--- config.mk ---
export PLATFORM = sky130hd
export DESIGN_NAME = dpsk_phase_shift_mapper
export DESIGN_NICKNAME = d
export VERILOG_FILES = /design/src/design/psk_map_pkg.sv /design/src/design/dpsk_phase_shift_mapper.sv /design/src/design/sym_fifo.sv
export SDC_FILE = /design/constraint.sdc
export NUM_CORES = 1
export LEC_CHECK = 0
export BUFFER_PORTS_ARGS = -buffer_cell sky130_fd_sc_hd__buf_2
export CAP_MARGIN = 10
export CORE_UTILIZATION = 30
export CTS_CLUSTER_DIAMETER = 80
export DETAILED_ROUTE_END_ITERATION = 8
export PLACE_DENSITY = 0.46
export SLEW_MARGIN = 20
export SYNTH_ARGS = -nofsm -noshare
export SYNTH_HDL_FRONTEND = slang
export SYNTH_SLANG_ARGS = --single-unit
--- constraint.sdc ---
create_clock -name clk -period 4.18 [get_ports clk]
set_input_delay 0.836 -clock clk [delete_from_list [all_inputs] [get_ports clk]]
set_output_delay 0.836 -clock clk [all_outputs]
set_load 0.03 [all_outputs]
--- src/design/psk_map_pkg.sv ---
// Shared types and constants for the differential phase mapper
package psk_map_pkg;
    localparam int SYM_W = 3;
    localparam int PH_W = 3;
    localparam int FIFO_DEPTH = 8;
    localparam int QPSK_W = 2;

    // Phase codes in units of 45 degrees, modulo one turn
    localparam logic [PH_W-1:0] PH_0 = 3'h0;
    localparam logic [PH_W-1:0] PH_45 = 3'h1;
    localparam logic [PH_W-1:0] PH_90 = 3'h2;
    localparam logic [PH_W-1:0] PH_135 = 3'h3;
    localparam logic [PH_W-1:0] PH_180 = 3'h4;
    localparam logic [PH_W-1:0] PH_225 = 3'h5;
    localparam logic [PH_W-1:0] PH_270 = 3'h6;
    localparam logic [PH_W-1:0] PH_315 = 3'h7;

    localparam logic [PH_W-1:0] ACC_RST = 3'h0;
    localparam logic [SYM_W-1:0] PREV_RST = 3'h0;

    typedef enum logic [2:0] {
        CODE_PI4_OFF,
        CODE_PI4_NA,
        CODE_PI4_FLIGHT,
        CODE_QPSK_DIFF,
        CODE_8PSK_AVDL
    } coding_t;

    typedef struct packed {
        logic [SYM_W-1:0] sym;
        logic [PH_W-1:0] inc;
        logic [PH_W-1:0] acc;
    } phase_word_t;
endpackage

--- src/design/dpsk_phase_shift_mapper.sv ---
// Symbol to phase increment mapper with differential and Gray coding
// Contract
// - Coding off maps pi/4 symbols 00,01,10,11 to +45,+135,-135,-45.
// - North American variant maps 00,01,10,11 to +45,+135,-45,-135.
// - Flight telephone variant maps 00,01,10,11 to -135,+135,-45,+45.
// - Each pi/4 shift adds to previous vector phase, giving eight positions.
// - Combined mode Gray-maps the symbol first, then codes it differentially.
// - Aviation 8PSK maps 0..7 to 0,45,135,90,270,315,225,180 degrees.
// - Aviation differential mapping uses all three symbol bits; others use two.
// - Differential output is input plus previous output, modulo two to bits.
// - Differential QPSK maps 00,01,10,11 to 0,90,180,270 degrees.
`timescale 1ns/100ps
module dpsk_phase_shift_mapper (
    input wire logic clk, // 40 MHz symbol clock
    input wire logic rst, // Synchronous reset, active high
    input wire psk_map_pkg::coding_t coding, // Coding selection
    input wire logic sym_valid, // Symbol offered
    output logic sym_ready, // Room in input FIFO
    input wire logic [psk_map_pkg::SYM_W-1:0] sym_data, // Symbol, MSB first
    output logic ph_valid, // Phase word valid
    input wire logic ph_ready, // Accumulator takes word
    output psk_map_pkg::phase_word_t ph_out // Coded symbol, increment, phase
);
    psk_map_pkg::coding_t mode_q;
    psk_map_pkg::phase_word_t ph_q;
    logic ph_valid_q;
    logic [psk_map_pkg::SYM_W-1:0] prev_q;
    logic [psk_map_pkg::PH_W-1:0] acc_q;
    logic fifo_valid;
    logic fifo_ready;
    logic [psk_map_pkg::SYM_W-1:0] fifo_sym;
    logic mode_chg;
    logic take;
    logic [psk_map_pkg::SYM_W-1:0] a_sym;
    logic [psk_map_pkg::PH_W-1:0] inc_d;
    logic [psk_map_pkg::SYM_W-1:0] prev_d;
    logic [psk_map_pkg::PH_W-1:0] acc_d;

    sym_fifo #(
        .W(psk_map_pkg::SYM_W),
        .D(psk_map_pkg::FIFO_DEPTH)
    ) u_fifo (
        .clk(clk),
        .rst(rst),
        .in_valid(sym_valid),
        .in_ready(sym_ready),
        .in_data(sym_data),
        .out_valid(fifo_valid),
        .out_ready(fifo_ready),
        .out_data(fifo_sym)
    );

    // A symbol is not taken in the cycle the coding changes, so it never
    // mixes old state with the new table
    assign mode_chg = (coding != mode_q);
    assign fifo_ready = (!ph_valid_q || ph_ready) && !mode_chg;
    assign take = fifo_valid && fifo_ready;
    assign ph_valid = ph_valid_q;
    assign ph_out = ph_q;

    always_ff @(posedge clk) begin
        if (rst) begin
            mode_q <= psk_map_pkg::CODE_PI4_OFF;
        end else begin
            mode_q <= coding;
        end
    end

    // Only the aviation mode carries three bits; the top bit is dropped otherwise
    always_comb begin
        a_sym = {1'b0, fifo_sym[psk_map_pkg::QPSK_W-1:0]};
        if (mode_q == psk_map_pkg::CODE_8PSK_AVDL) begin
            a_sym = fifo_sym;
        end
    end

    always_comb begin
        inc_d = psk_map_pkg::PH_0;
        case (mode_q)
            psk_map_pkg::CODE_PI4_OFF: begin
                case (a_sym[1:0])
                    2'h0: inc_d = psk_map_pkg::PH_45;
                    2'h1: inc_d = psk_map_pkg::PH_135;
                    2'h2: inc_d = psk_map_pkg::PH_225;
                    default: inc_d = psk_map_pkg::PH_315;
                endcase
            end
            psk_map_pkg::CODE_PI4_NA: begin
                case (a_sym[1:0])
                    2'h0: inc_d = psk_map_pkg::PH_45;
                    2'h1: inc_d = psk_map_pkg::PH_135;
                    2'h2: inc_d = psk_map_pkg::PH_315;
                    default: inc_d = psk_map_pkg::PH_225;
                endcase
            end
            psk_map_pkg::CODE_PI4_FLIGHT: begin
                case (a_sym[1:0])
                    2'h0: inc_d = psk_map_pkg::PH_225;
                    2'h1: inc_d = psk_map_pkg::PH_135;
                    2'h2: inc_d = psk_map_pkg::PH_315;
                    default: inc_d = psk_map_pkg::PH_45;
                endcase
            end
            psk_map_pkg::CODE_QPSK_DIFF: begin
                case (a_sym[1:0])
                    2'h0: inc_d = psk_map_pkg::PH_0;
                    2'h1: inc_d = psk_map_pkg::PH_90;
                    2'h2: inc_d = psk_map_pkg::PH_180;
                    default: inc_d = psk_map_pkg::PH_270;
                endcase
            end
            psk_map_pkg::CODE_8PSK_AVDL: begin
                // Gray stage ahead of the differential sum
                case (a_sym)
                    3'h0: inc_d = psk_map_pkg::PH_0;
                    3'h1: inc_d = psk_map_pkg::PH_45;
                    3'h2: inc_d = psk_map_pkg::PH_135;
                    3'h3: inc_d = psk_map_pkg::PH_90;
                    3'h4: inc_d = psk_map_pkg::PH_270;
                    3'h5: inc_d = psk_map_pkg::PH_315;
                    3'h6: inc_d = psk_map_pkg::PH_225;
                    default: inc_d = psk_map_pkg::PH_180;
                endcase
            end
            default: inc_d = psk_map_pkg::PH_0;
        endcase
    end

    always_comb begin
        prev_d = a_sym;
        case (mode_q)
            psk_map_pkg::CODE_QPSK_DIFF: begin
                // Truncation to two bits gives modulo 4
                prev_d = {1'b0, 2'(a_sym[1:0] + prev_q[1:0])};
            end
            psk_map_pkg::CODE_8PSK_AVDL: begin
                prev_d = 3'(inc_d + prev_q);
            end
            default: prev_d = a_sym;
        endcase
    end

    // Three-bit wrap keeps the vector on the eight-point ring
    assign acc_d = 3'(acc_q + inc_d);

    always_ff @(posedge clk) begin
        if (rst) begin
            acc_q <= psk_map_pkg::ACC_RST;
            prev_q <= psk_map_pkg::PREV_RST;
        end else if (mode_chg) begin
            acc_q <= psk_map_pkg::ACC_RST;
            prev_q <= psk_map_pkg::PREV_RST;
        end else if (take) begin
            acc_q <= acc_d;
            prev_q <= prev_d;
        end
    end

    always_ff @(posedge clk) begin
        if (rst) begin
            ph_valid_q <= 1'b0;
        end else if (take) begin
            ph_valid_q <= 1'b1;
        end else if (ph_ready) begin
            ph_valid_q <= 1'b0;
        end
    end

    always_ff @(posedge clk) begin
        if (rst) begin
            ph_q <= '0;
        end else if (take) begin
            ph_q.sym <= prev_d;
            ph_q.inc <= inc_d;
            ph_q.acc <= acc_d;
        end
    end

    a_pi4_off_map: assert property (@(posedge clk) disable iff (rst)
        take && mode_q == psk_map_pkg::CODE_PI4_OFF && fifo_sym[1:0] == 2'h2
        |=> ph_q.inc == psk_map_pkg::PH_225)
        else $error("Coding off: symbol 10 not mapped to -135");

    a_pi4_na_map: assert property (@(posedge clk) disable iff (rst)
        take && mode_q == psk_map_pkg::CODE_PI4_NA && fifo_sym[1:0] == 2'h3
        |=> ph_q.inc == psk_map_pkg::PH_225 && ph_valid_q)
        else $error("North American variant: symbol 11 not mapped to -135");

    a_pi4_flight_map: assert property (@(posedge clk) disable iff (rst)
        take && mode_q == psk_map_pkg::CODE_PI4_FLIGHT && fifo_sym[1:0] == 2'h0
        |=> ph_q.inc == psk_map_pkg::PH_225)
        else $error("Flight variant: symbol 00 not mapped to -135");

    a_phase_accum_step: assert property (@(posedge clk) disable iff (rst)
        take |=> ph_q.acc == 3'($past(acc_q) + ph_q.inc) && acc_q == ph_q.acc)
        else $error("Accumulated phase is not previous phase plus shift");

    a_pi4_odd_shift: assert property (@(posedge clk) disable iff (rst)
        take && (mode_q == psk_map_pkg::CODE_PI4_OFF || mode_q == psk_map_pkg::CODE_PI4_NA ||
        mode_q == psk_map_pkg::CODE_PI4_FLIGHT) |=> ph_q.inc[0] && ph_q.acc[0] != $past(acc_q[0]))
        else $error("pi/4 shift did not alternate the phase grid");

    a_avdl_gray_diff: assert property (@(posedge clk) disable iff (rst)
        take && mode_q == psk_map_pkg::CODE_8PSK_AVDL && fifo_sym == 3'h4
        |=> ph_q.inc == psk_map_pkg::PH_270 && ph_q.sym == 3'($past(prev_q) + psk_map_pkg::PH_270))
        else $error("Aviation mode: Gray then differential result wrong");

    a_avdl_table: assert property (@(posedge clk) disable iff (rst)
        take && mode_q == psk_map_pkg::CODE_8PSK_AVDL && fifo_sym == 3'h7
        |=> ph_q.inc == psk_map_pkg::PH_180)
        else $error("Aviation mode: symbol 111 not mapped to 180");

    a_two_bit_modes: assert property (@(posedge clk) disable iff (rst)
        take && mode_q != psk_map_pkg::CODE_8PSK_AVDL |=> ph_q.sym[2] == 1'b0)
        else $error("Third symbol bit leaked into a two-bit mode");

    a_qpsk_diff_sum: assert property (@(posedge clk) disable iff (rst)
        take && mode_q == psk_map_pkg::CODE_QPSK_DIFF
        |=> ph_q.sym[1:0] == 2'($past(fifo_sym[1:0]) + $past(prev_q[1:0])))
        else $error("Differential QPSK output is not input plus previous");

    a_qpsk_phase_map: assert property (@(posedge clk) disable iff (rst)
        take && mode_q == psk_map_pkg::CODE_QPSK_DIFF && fifo_sym[1:0] == 2'h1
        |=> ph_q.inc == psk_map_pkg::PH_90)
        else $error("Differential QPSK: symbol 01 not mapped to 90");

    a_pi4_off_first: assert property (@(posedge clk) disable iff (rst)
        take && mode_q == psk_map_pkg::CODE_PI4_OFF && fifo_sym[1:0] == 2'h0
        |=> ph_q.inc == psk_map_pkg::PH_45)
        else $error("Coding off: symbol 00 not mapped to +45");

    a_pi4_off_second: assert property (@(posedge clk) disable iff (rst)
        take && mode_q == psk_map_pkg::CODE_PI4_OFF && fifo_sym[1:0] == 2'h1
        |=> ph_q.inc == psk_map_pkg::PH_135)
        else $error("Coding off: symbol 01 not mapped to +135");

    a_pi4_off_last: assert property (@(posedge clk) disable iff (rst)
        take && mode_q == psk_map_pkg::CODE_PI4_OFF && fifo_sym[1:0] == 2'h3
        |=> ph_q.inc == psk_map_pkg::PH_315)
        else $error("Coding off: symbol 11 not mapped to -45");

    a_pi4_na_first: assert property (@(posedge clk) disable iff (rst)
        take && mode_q == psk_map_pkg::CODE_PI4_NA && fifo_sym[1:0] == 2'h0
        |=> ph_q.inc == psk_map_pkg::PH_45)
        else $error("North American variant: symbol 00 not mapped to +45");

    a_pi4_na_third: assert property (@(posedge clk) disable iff (rst)
        take && mode_q == psk_map_pkg::CODE_PI4_NA && fifo_sym[1:0] == 2'h2
        |=> ph_q.inc == psk_map_pkg::PH_315)
        else $error("North American variant: symbol 10 not mapped to -45");

    a_pi4_flight_second: assert property (@(posedge clk) disable iff (rst)
        take && mode_q == psk_map_pkg::CODE_PI4_FLIGHT && fifo_sym[1:0] == 2'h1
        |=> ph_q.inc == psk_map_pkg::PH_135)
        else $error("Flight variant: symbol 01 not mapped to +135");

    a_pi4_flight_last: assert property (@(posedge clk) disable iff (rst)
        take && mode_q == psk_map_pkg::CODE_PI4_FLIGHT && fifo_sym[1:0] == 2'h3
        |=> ph_q.inc == psk_map_pkg::PH_45)
        else $error("Flight variant: symbol 11 not mapped to +45");

    // Table held against the plain Gray code, apart from the case list
    a_avdl_gray_code: assert property (@(posedge clk) disable iff (rst)
        take && mode_q == psk_map_pkg::CODE_8PSK_AVDL
        |=> ph_q.inc == ($past(fifo_sym) ^ ($past(fifo_sym) >> 1)))
        else $error("Aviation mode: increment is not the Gray code of the symbol");

    a_avdl_table_two: assert property (@(posedge clk) disable iff (rst)
        take && mode_q == psk_map_pkg::CODE_8PSK_AVDL && fifo_sym == 3'h2
        |=> ph_q.inc == psk_map_pkg::PH_135)
        else $error("Aviation mode: symbol 010 not mapped to 135");

    a_avdl_diff_sum: assert property (@(posedge clk) disable iff (rst)
        take && mode_q == psk_map_pkg::CODE_8PSK_AVDL
        |=> ph_q.sym == 3'($past(prev_q) + ph_q.inc))
        else $error("Aviation mode: output is not Gray value plus previous");

    a_qpsk_inc_even: assert property (@(posedge clk) disable iff (rst)
        take && mode_q == psk_map_pkg::CODE_QPSK_DIFF
        |=> ph_q.inc == {$past(fifo_sym[1:0]), 1'b0})
        else $error("Differential QPSK: increment is not a quarter turn step");

    a_reset_state: assert property (@(posedge clk) rst
        |=> acc_q == psk_map_pkg::ACC_RST && prev_q == psk_map_pkg::PREV_RST && !ph_valid_q)
        else $error("Reset did not clear phase state");

    a_mode_clear: assert property (@(posedge clk) disable iff (rst)
        coding != mode_q |-> !take ##1 acc_q == psk_map_pkg::ACC_RST && prev_q == psk_map_pkg::PREV_RST)
        else $error("Coding change did not clear phase state");

    a_out_hold: assert property (@(posedge clk) disable iff (rst)
        ph_valid_q && !ph_ready |=> ph_valid_q && $stable(ph_q))
        else $error("Phase word changed while stalled");

    c_pi4_stream: cover property (@(posedge clk) disable iff (rst)
        take && mode_q == psk_map_pkg::CODE_PI4_NA ##1 take);
    c_avdl_symbol: cover property (@(posedge clk) disable iff (rst)
        take && mode_q == psk_map_pkg::CODE_8PSK_AVDL);
    c_fifo_full: cover property (@(posedge clk) disable iff (rst) !sym_ready);
    c_mode_switch: cover property (@(posedge clk) disable iff (rst)
        ph_valid_q ##1 coding != mode_q);
    c_stall_hold: cover property (@(posedge clk) disable iff (rst)
        ph_valid_q && !ph_ready ##1 ph_valid_q && ph_ready);
endmodule

--- src/design/sym_fifo.sv ---
// Synchronous valid/ready FIFO for input symbols
`timescale 1ns/100ps
module sym_fifo #(
    parameter int W = 3,
    parameter int D = 8
) (
    input wire logic clk, // System clock
    input wire logic rst, // Synchronous reset
    input wire logic in_valid, // Word offered
    output logic in_ready, // Room for a word
    input wire logic [W-1:0] in_data, // Word in
    output logic out_valid, // Word available
    input wire logic out_ready, // Drain side accepts
    output logic [W-1:0] out_data // Oldest word
);
    localparam int AW = (D > 1) ? $clog2(D) : 1;
    localparam int CW = $clog2(D + 1);
    localparam logic [CW-1:0] FULL_CNT = CW'(D);
    localparam logic [AW-1:0] LAST_IDX = AW'(D - 1);

    logic [W-1:0] mem_q [D];
    logic [AW-1:0] wr_q;
    logic [AW-1:0] rd_q;
    logic [CW-1:0] cnt_q;
    logic [CW-1:0] cnt_d;
    logic in_ready_q;
    logic push;
    logic pop;

    assign push = in_valid && in_ready_q;
    assign pop = out_valid && out_ready;
    assign in_ready = in_ready_q;
    assign out_valid = (cnt_q != '0);
    assign out_data = mem_q[rd_q];

    always_comb begin
        cnt_d = cnt_q;
        if (push && !pop) begin
            cnt_d = cnt_q + 1'b1;
        end else if (pop && !push) begin
            cnt_d = cnt_q - 1'b1;
        end
    end

    always_ff @(posedge clk) begin
        if (rst) begin
            cnt_q <= '0;
            in_ready_q <= 1'b1;
        end else begin
            cnt_q <= cnt_d;
            // Registered so the upstream ready is glitch free
            in_ready_q <= (cnt_d != FULL_CNT);
        end
    end

    always_ff @(posedge clk) begin
        if (rst) begin
            wr_q <= '0;
        end else if (push) begin
            wr_q <= (wr_q == LAST_IDX) ? '0 : wr_q + 1'b1;
        end
    end

    always_ff @(posedge clk) begin
        if (rst) begin
            rd_q <= '0;
        end else if (pop) begin
            rd_q <= (rd_q == LAST_IDX) ? '0 : rd_q + 1'b1;
        end
    end

    always_ff @(posedge clk) begin
        if (push) begin
            mem_q[wr_q] <= in_data;
        end
    end
endmodule

==> flow_summary.yaml, run 1 <==
grt:
  grt_pass1_vias: 1827
  grt_start_max_net_pins: 28
  grt.overflow.total: 0
  grt_pass1_wl_mm: 9.22
  track_usage_pct: 12.6
  antenna_found_initial: 0
route:
  avgRoutedWirePerCell_um: 14.6
  dr.pass1.iters: 6
  drc: 0
  drt_iter0_drc: 73
  vias: 1994
  antenna_left: 0
  vias_per_cell: 5.04
  top_layer_used: "met4"
  wl_met2_mm: 2.73
  route.met3.wl_um: 208
  wl_met1_mm: 2.74
  finalWirelength_mm: 5.77
place:
  pre_cts_ws_ps: 160
  place_congestion: 0.764
  port_buffers: 20
  dp_hpwl_mm: 4.19
timing:
  setup_violations: 0
  tns_ps: 0
  hold_viol_final: 0
  fin_crit_ps: 3870
  fin_skew_ps: 9.88
  drv_slew: 0
  rsz0062_at_grt: "no"
  fin_crit_sh_pct: 92.7
  setup_ws_ps: 306
  max_slew_margin_pct: 47.3
  max_freq_ghz: 0.258
  tightest_slew_ps: 789
  whs_ps: 461
final_layout:
  syn2layout_area_growth_pct: 16.5
  n_antenna_cell: 0
  fin_util_pct: 36.6
  final_common_cell: "dfxtp_1"
  nNetsFinal: 309
  final_cell_mix: "33 x dfxtp_1, 26 x nor2_1, 24 x edfxtp_1, 22 x nand2_1, 20 x buf_2"
  drive_above_1_share_pct: 16.7
  fill_cells: 899
power:
  max-vdd-ir-drop_uv: 189
  leakagePower_nw: 1.23
  power_density_nw_per_um2: 433
  total_power_mw: 1.40
hold_path:
  worstHoldStart: "ph_out[0]"
  hold_path_end: "ph_out[0]"
  hold_path_depth: 2
  hold_path_class: "flip-flop to flip-flop"
outcome:
  status: "finished clean"
synth:
  synth_enable_flop_cells: 24
  synth.avg_cell_area_um2: 10.7
  async_flop_share_pct: 0
  ys.flop_type: "dfxtp_1"
  netlist.area_leader.share_pct: 25.9
  synth_top_area_cell: "edfxtp_1"
  synth.distinct_cells: 49
  ys_seq_area_share_pct: 49.7
  yosysWarnings: 0
  ys_top_cells_by_area: "edfxtp_1 26%, dfxtp_1 24%, ha_1 6.3%"
  synthCells: 259
  syn_area_um2: 2780
  synth_seq_cells: 57
  syn-num-nets: 285
die:
  boundaryPins: 21
  fp.dieH_um: 98.3
  die-area_um2: 9660
  start_util_pct: 31.4
  row_count: 34
  die_width_um: 98.3
  core_area_um2: 8850
critical_path:
  required_ps: 4440
  cp-start-kind: "flip-flop"
  worstSetupPathType: "flip-flop to flip-flop"
  ff2ff_setup_slack_ps: 310
  cp_top_family: "multiplexers"
  worst_ep_arrival_time_ps: 4140
  crit_buf_inv: 1
  max_stage_delay_ps: 610
  crit_chain: "mux4_1 > mux2i_2 > ha_1 > nor2_1 > mux2_1 > o22ai_2 > inv_2 > fa_1 > and4b_1 > a311o_1 > or3_1 > o211ai_1"
  cp_slowest_cell: "mux4_1"
  r2r_cells: 12
  r2r_end: "ph_out[2]"
  path_max_fanout: 5
  crit_path_end_kind: "flip-flop"
clocking:
  cts.sinks: 57
  clk_latency_ps: 340
  hold_buffers: 0
  path_clk_slew_ps: 80
  cts-root-buf: "clkbuf_8"
  post_cts_buffers: 0
  cts_tree: "yes"
  htree_levels: 3
  clockBufferDepth: 2
  numCtsBuffers: 9
run:
  cap_violations: 0
==> layout make-up <==
class	instances	area (um^2)	share of cell area, %
Inverter	10	37.5	1.16
Tap cell	108	135	4.17
Sequential cell	57	1380	42.7
Multi-Input combinational cell	180	1320	40.8
Clock inverter	7	103	3.17
Clock buffer	9	124	3.83
Timing Repair Buffer	25	138	4.25
==> logic make-up (layout without fill, tap and decap cells) <==
kind of cell / after synthesis / count (layout) / share of synthesized area, %
fa+ha+maj: 16 / 16 / 7.74
simple gates: 100 / 100 / 18.4
flops: 57 / 57 / 49.7
buf+inv: 22 / 51 / 3.33
xor+xnor: 7 / 7 / 2.21
compound gates: 42 / 42 / 9.77
mux: 15 / 15 / 8.91
==> synth_stat cells (all sizes together) (2+ instances only) <==
cell	count
or3	5
o21ai	6
xnor2	2
a21oi	15
mux2	3
mux2i	6
a221oi	2
a211oi	6
nand3	4
buf	3
nand2	22
dfxtp	33
mux4	6
nor3b	3
xor2	5
inv	10
or4	4
nand3b	4
clkbuf	9
nor2b	6
o22ai	3
nor2	26
nand4	2
ha	14
edfxtp	24
nor3	11
nand2b	5
fa	2
a21boi	2
nor4	3
==> worst register-to-register path, stage by stage (launching register included) <==
cell and delay, ps:
dfxtp_1 440, mux4_1 610, mux2i_2 250, ha_1 250, nor2_1 60, mux2_1 300, o22ai_2 220, inv_2 80
fa_1 460, and4b_1 230, a311o_1 330, or3_1 390, o211ai_1 180
==> through the flow <==
stage	instances	area (um^2)
3_3_place_gp	380	3000
5_1_grt	396	3240
4_1_cts	396	3220
3_5_place_dp	380	3000
2_1_floorplan	259	2780
6_report	396	3240
==> power by group <==
part / switching, mW / total (mW) / internal [mW]
clock: 0.258 / 0.600 / 0.342
sequential: 0.0194 / 0.619 / 0.599
combinational: 0.106 / 0.184 / 0.0775
total: 0.384 / 1.40 / 1.02
==> metal layers <==
metal | up-vias | track usage (%)
met5 | - | 0
met4 | 0 | 4.82
met3 | 9 | 3.87
met2 | 31 | 20.6
met1 | 955 | 15.6
li1 | 999 | -
==> state kept, by name, indices dropped and copies added, names as in the netlist, named ones only <==
register and cells:
ph_out 9, prev_q 3, ph_valid 1, u_fifo.rd_q 3, u_fifo.wr_q 3, u_fifo.cnt_q 4, mode_q 3, acc_q 3
u_fifo.in_ready 1, u_fifo.mem_q 24
==> how the worst max path moves through the flow <==
stage	startpoint	end	slack, ps	depth (start not counted)
after global placement	flip-flop	ph_out[2]	280	12
after detailed placement	flip-flop	ph_out[2]	160	12
final	flip-flop	ph_out[2]	310	12
after floorplan	flip-flop	ph_out[2]	390	13
after CTS	flip-flop	ph_out[2]	160	12
after global routing	flip-flop	ph_out[2]	80	12
==> repair_timing <==
action,4_1_cts,5_1_grt
resized for setup,0,3
setup endpoints to repair,0,2
endpoints found under the hold margin,0,0
Power figures use the tool's default switching activity.
==> inputs of run 2 (changes only) <==
- CELL_PAD_IN_SITES_DETAIL_PLACEMENT: default -> 0
- CELL_PAD_IN_SITES_GLOBAL_PLACEMENT: default -> 2
- PLACE_DENSITY: 0.46 -> 0.63
==> run 2 against run 1 <==
Register-to-register slack about the same. Combinational power about the same. Worst hold slack better by 1.4 ps. Routed wire length up 6.0%. Clock skew about the same. Critical endpoint unchanged. Cell count up 0.25%. Count of clock-buffer cells in the layout unchanged. Power down 0.40%. Setup slack worse by 7.6 ps. Fmax down 0.20%.
==> flow_summary.yaml, run 2 (same netlist as run 1, synthesis figures left out) <==
outcome:
  status: "finished clean"
final_layout:
  fill_cells: 893
  multi_input_area_um2: 1320
  regMostFlops: "u_fifo.mem_q"
  final_common_cell: "dfxtp_1"
  drive_above_1_share_pct: 17.3
  fin_cells: 397
  nNetsFinal: 310
  largest_reg_flops: 24
  register_area_um2: 1380
  final_cell_mix: "32 x dfxtp_1, 26 x nor2_1, 24 x edfxtp_1, 22 x nand2_1, 20 x buf_2"
  n_antenna_cell: 0
  syn2layout_area_growth_pct: 16.8
power:
  switching_share_pct: 27.0
  p_int_mw: 1.02
  power_switching_mw: 0.378
  power_density_nw_per_um2: 430
  power_frac_seq_pct: 44.5
  combPwrFrac_pct: 13.3
  pwr-share-clk_pct: 42.2
  leakagePower_nw: 1.23
  max-vdd-ir-drop_uv: 162
route:
  finalWirelength_mm: 6.12
  antenna_left: 0
  vias_per_cell: 4.88
  vias: 1936
  avgRoutedWirePerCell_um: 15.4
  drc: 0
  dr.pass1.iters: 4
  drt_iter0_drc: 98
die:
  core_area_um2: 8850
  boundaryPins: 21
  fp.dieH_um: 98.3
  die-area_um2: 9660
  start_util_pct: 31.4
  die_width_um: 98.3
  row_count: 34
grt:
  track_usage_pct: 13.8
  grt_start_max_net_pins: 28
  grt_pass1_wl_mm: 9.95
  grt.overflow.total: 0
  antenna_found_initial: 0
  grt_pass1_vias: 1882
clocking:
  cts_tree: "yes"
  clk_latency_ps: 340
  post_cts_buffers: 0
  numCtsBuffers: 9
  path_clk_slew_ps: 80
  htree_levels: 3
  clockBufferDepth: 2
  cts.sinks: 57
  cts-root-buf: "clkbuf_8"
critical_path:
  required_ps: 4440
  cp_slowest_cell: "mux4_1"
  max_stage_delay_ps: 610
  worstSetupPathType: "flip-flop to flip-flop"
  ff2ff_setup_slack_ps: 300
  crit_path_end_kind: "flip-flop"
  worst_ep_arrival_time_ps: 4140
  crit_buf_inv: 1
  cp-start-kind: "flip-flop"
  crit_chain: "mux4_1 > mux2i_2 > ha_1 > nor2_1 > mux2_1 > o22ai_2 > inv_2 > fa_1 > and4b_1 > a311o_1 > or3_1 > o211ai_1"
  path_max_fanout: 6
  cp_top_family: "multiplexers"
timing:
  fin_skew_ps: 9.69
  drv_slew: 0
  max_slew_margin_pct: 47.7
  tns_ps: 0
  setup_violations: 0
  fin_crit_sh_pct: 92.9
  hold_viol_final: 0
  fin_crit_ps: 3880
  max_freq_ghz: 0.258
  tightest_slew_ps: 782
  rsz0062_at_grt: "no"
place:
  port_buffers: 20
  placedCellCount: 381
  dp_hpwl_mm: 4.52
  place_congestion: 0.704
hold_path:
  hold_path_class: "flip-flop to flip-flop"
  worstHoldStart: "ph_out[0]"
run:
  cap_violations: 0
-- run 2: changes by cell type in the layout (fill, tap and decap cells not counted), sizes merged --
cell and change:
buf +1, clkinvlp +1, inv -1
-- run 2: final timing paths --
| kind | endpoint | cells after the start |
|---|---|---|
| worst min-delay path | ph_out[0] | 2 |
| worst max-delay path | ph_out[2] | 12 |
| worst max register to register | ph_out[2] | 12 |
| worst min register to register | ph_out[0] | 2 |
-- run 2: repair_timing --
| item | CTS | global route |
|---|---|---|
| hold buffers | 0 | 0 |
| gates resized for setup | 0 | 4 |
| setup endpoints to repair | 0 | 4 |
-- run 2: tightest hold or removal path, cell delays in order, from the launching register on --
cell	delay (ps)
dfxtp_1	310
nand2_1	50
a21oi_1	60
-- run 2: power groups by stage --
| stage | clock [mW] | sequential, mW | combinational (mW) |
|---|---|---|---|
| floorplan | 0 | 0.636 | 0.127 |
| global placement | 0 | 0.634 | 0.186 |
| detailed placement | 0 | 0.634 | 0.185 |
| CTS | 0.602 | 0.621 | 0.186 |
| global route | 0.626 | 0.625 | 0.209 |
| finish | 0.589 | 0.621 | 0.186 |
-- run 2: cell type report --
class	count	share of cell area [%]
clock buffers	9	3.81
clock inverters	7	3.20
inverters	10	1.16
multi-input cells	180	40.6
flip-flops and latches	57	42.6
well taps	108	4.16
repair buffers	26	4.47
-- run 2: per-stage QoR --
step	setup WS (ps)	util, %	power (mW)	hold WS, ps	instance area, um^2
CTS	10.4	36.5	1.41	462	3230
detailed placement	58.5	34.0	0.819	450	3010
floorplan	388	-	0.763	438	2780
finish	299	36.7	1.40	462	3250
global route	52.0	36.7	1.46	479	3250
global placement	232	34.0	0.820	440	3010
-- run 2: metal layers --
layer,up-vias,GRT usage (%),wire length [um]
met2,25,20.4,2690
met3,9,2.58,131
met1,900,19.2,3180
met4,0,7.23,110
met5,-,0,0
li1,1002,-,-
==> inputs of run 3 (changes only) <==
- ABC_AREA: default -> 1
- PLACE_DENSITY: 0.63 -> 0.74
==> run 3 against run 2 <==
Core utilization decreased by 0.83 points. Sequential cell count stayed put. Sequential share of layout area up 1.2 points. Register-to-register slack better by 620 ps. Fmax rose by 19%. Count of clock-buffer cells in the layout rose by 2. Largest power group unchanged.
==> flow_summary.yaml, run 3 <==
die:
  boundaryPins: 21
  fp.dieH_um: 98.1
  start_util_pct: 31.4
  row_count: 34
  die_width_um: 98.1
  core_area_um2: 8810
  die-area_um2: 9610
route:
  wl_met2_mm: 2.79
  top_layer_used: "met4"
  dr.pass1.iters: 4
  wl_met1_mm: 2.83
  vias_per_cell: 4.59
  drt_iter0_drc: 75
  finalWirelength_mm: 5.94
  antenna_left: 0
  vias: 2073
  route.met3.wl_um: 212
  drc: 0
  avgRoutedWirePerCell_um: 13.1
final_layout:
  final_common_cell: "nand2_1"
  regMostFlops: "u_fifo.mem_q"
  nNetsFinal: 365
  n_antenna_cell: 0
  fin_cells: 452
  largest_reg_flops: 24
  final_cell_mix: "69 x nand2_1, 39 x nor2_1, 36 x inv_1, 33 x dfxtp_1, 24 x edfxtp_1"
  syn2layout_area_growth_pct: 14.2
  fin_util_pct: 35.9
  drive_above_1_share_pct: 16.6
outcome:
  status: "finished clean"
synth:
  ys.flop_type: "dfxtp_1"
  synth_enable_flop_cells: 24
  netlist.area_leader.share_pct: 26.0
  synthCells: 314
  synth_seq_cells: 57
  synth_top_area_cell: "edfxtp_1"
  yosysWarnings: 0
  ys_top_cells_by_area: "edfxtp_1 26%, dfxtp_1 24%, nand2_1 9.4%"
  syn-num-nets: 340
  ys_seq_area_share_pct: 49.9
  synth_most_common_cell: "nand2_1"
  async_flop_share_pct: 0
  synth.distinct_cells: 35
  synth_common_cells: "69 x nand2_1, 39 x nor2_1, 36 x inv_1, 33 x dfxtp_1, 24 x edfxtp_1"
  syn_area_um2: 2770
  synth.avg_cell_area_um2: 8.81
place:
  placedCellCount: 436
  place_congestion: 0.852
  port_buffers: 20
  pre_cts_ws_ps: 923
  dp_hpwl_mm: 4.40
critical_path:
  cp_common_cell: "nand2_1"
  max_stage_delay_ps: 540
  worstSetupPathType: "flip-flop to flip-flop"
  required_ps: 4390
  path_max_fanout: 13
  cp_top_family: "simple AND/OR/NAND/NOR gates"
  crit_chain: "inv_2 > o21ai_0 > o221ai_1 > nand2_1 > inv_1 > ha_1 > or2_2 > nand2_2 > o21ai_0 > nand2_1 > nand3_1 > fa_1 > xnor2_1 > inv_1 > nand2_1 > nand2_1 > nand2_1 > a21oi_1"
  cp_slowest_cell: "dfxtp_1"
  cp-start-kind: "flip-flop"
  crit_path_end_kind: "flip-flop"
  crit_buf_inv: 3
  worst_ep_arrival_time_ps: 3470
grt:
  track_usage_pct: 13.9
  antenna_found_initial: 0
  grt_start_max_net_pins: 20
  grt_pass1_vias: 2155
  grt.overflow.total: 0
  grt_pass1_wl_mm: 10.2
clocking:
  numCtsBuffers: 9
  cts.sinks: 57
  hold_buffers: 0
  cts-root-buf: "clkbuf_8"
  post_cts_buffers: 0
  cts_resized: 0
  clk_latency_ps: 340
  cts_tree: "yes"
  clockBufferDepth: 2
  htree_levels: 3
  path_clk_slew_ps: 70
timing:
  max_freq_ghz: 0.307
  max_slew_margin_pct: 73.5
  fin_crit_sh_pct: 78.0
  tightest_slew_ps: 397
  setup_violations: 0
  tns_ps: 0
  hold_viol_final: 0
  fin_crit_ps: 3260
  rsz0062_at_grt: "no"
  drv_slew: 0
  setup_ws_ps: 919
  fin_skew_ps: 8.29
power:
  power_switching_mw: 0.402
  leakagePower_nw: 1.34
  pwr-share-clk_pct: 37.4
  combPwrFrac_pct: 16.8
  power_density_nw_per_um2: 437
  switching_share_pct: 29.1
  p_int_mw: 0.978
  power_frac_seq_pct: 45.9
  max-vdd-ir-drop_uv: 191
run:
  cap_violations: 0
hold_path:
  hold_path_class: "flip-flop to flip-flop"
-- run 3: cell count changes after synthesis, moves of 6 or more --
cell,before,now
inv_1,9,36
nor2b_1,6,0
nor2_1,26,39
nand2_1,22,69
a211oi_1,6,0
clkbuf_1,9,2
nor3_1,11,3
o21ai_0,4,15
-- run 3: tightest hold or removal path: stages (launching register included) --
cell     delay (ps)
dfxtp_1         310
nand2_1          60
a21oi_1          50
-- run 3: cell families after synthesis --
family          count (synthesis)  share of synthesized area (%)
buf+inv                        47                           7.14
mux                             1                          0.362
flops                          57                           49.9
simple gates                  139                           22.3
xor+xnor                        8                           2.53
fa+ha+maj                      16                           7.78
compound gates                 46                           9.95
-- run 3: through the flow --
stage	hold slack [ps]	area (um^2)	total power [mW]
5_1_grt	490	3160	1.47
3_5_place_dp	458	2960	0.881
3_3_place_gp	453	2960	0.881
2_1_floorplan	445	2770	0.823
6_report	467	3160	1.38
4_1_cts	470	3160	1.40
-- run 3: power groups by stage --
stage               combinational [mW]  sequential (mW)  clock, mW
floorplan                        0.169            0.654          0
global placement                 0.236            0.645          0
detailed placement               0.235            0.645          0
CTS                              0.236            0.633      0.534
global route                     0.270            0.637      0.562
finish                           0.231            0.632      0.516
-- run 3: path summary, 6_finish.rpt --
path / slack, ps / from / endpoint / cells past startpoint
worst max-delay path: 920 / flip-flop / ph_out[8] / 18
worst min-delay path: 470 / ph_out[8] / ph_out[8] / 2
worst max register to register: 920 / flip-flop / ph_out[8] / 18
worst min register to register: 470 / ph_out[8] / ph_out[8] / 2
-- run 3: cell type report --
type | count | area (um^2)
clock inverters | 5 | 55.1
multi-input cells | 210 | 1190
clock buffers | 11 | 141
inverters | 40 | 150
well taps | 108 | 135
fillers | 892 | 5650
flip-flops and latches | 57 | 1380
repair buffers | 21 | 108
-- run 3: metal layers --
metal / vias to the layer above / GRT usage (%)
met5: - / 0
met4: 0 / 6.29
met3: 10 / 4.08
met2: 29 / 22.5
met1: 955 / 17.0
li1: 1079 / -
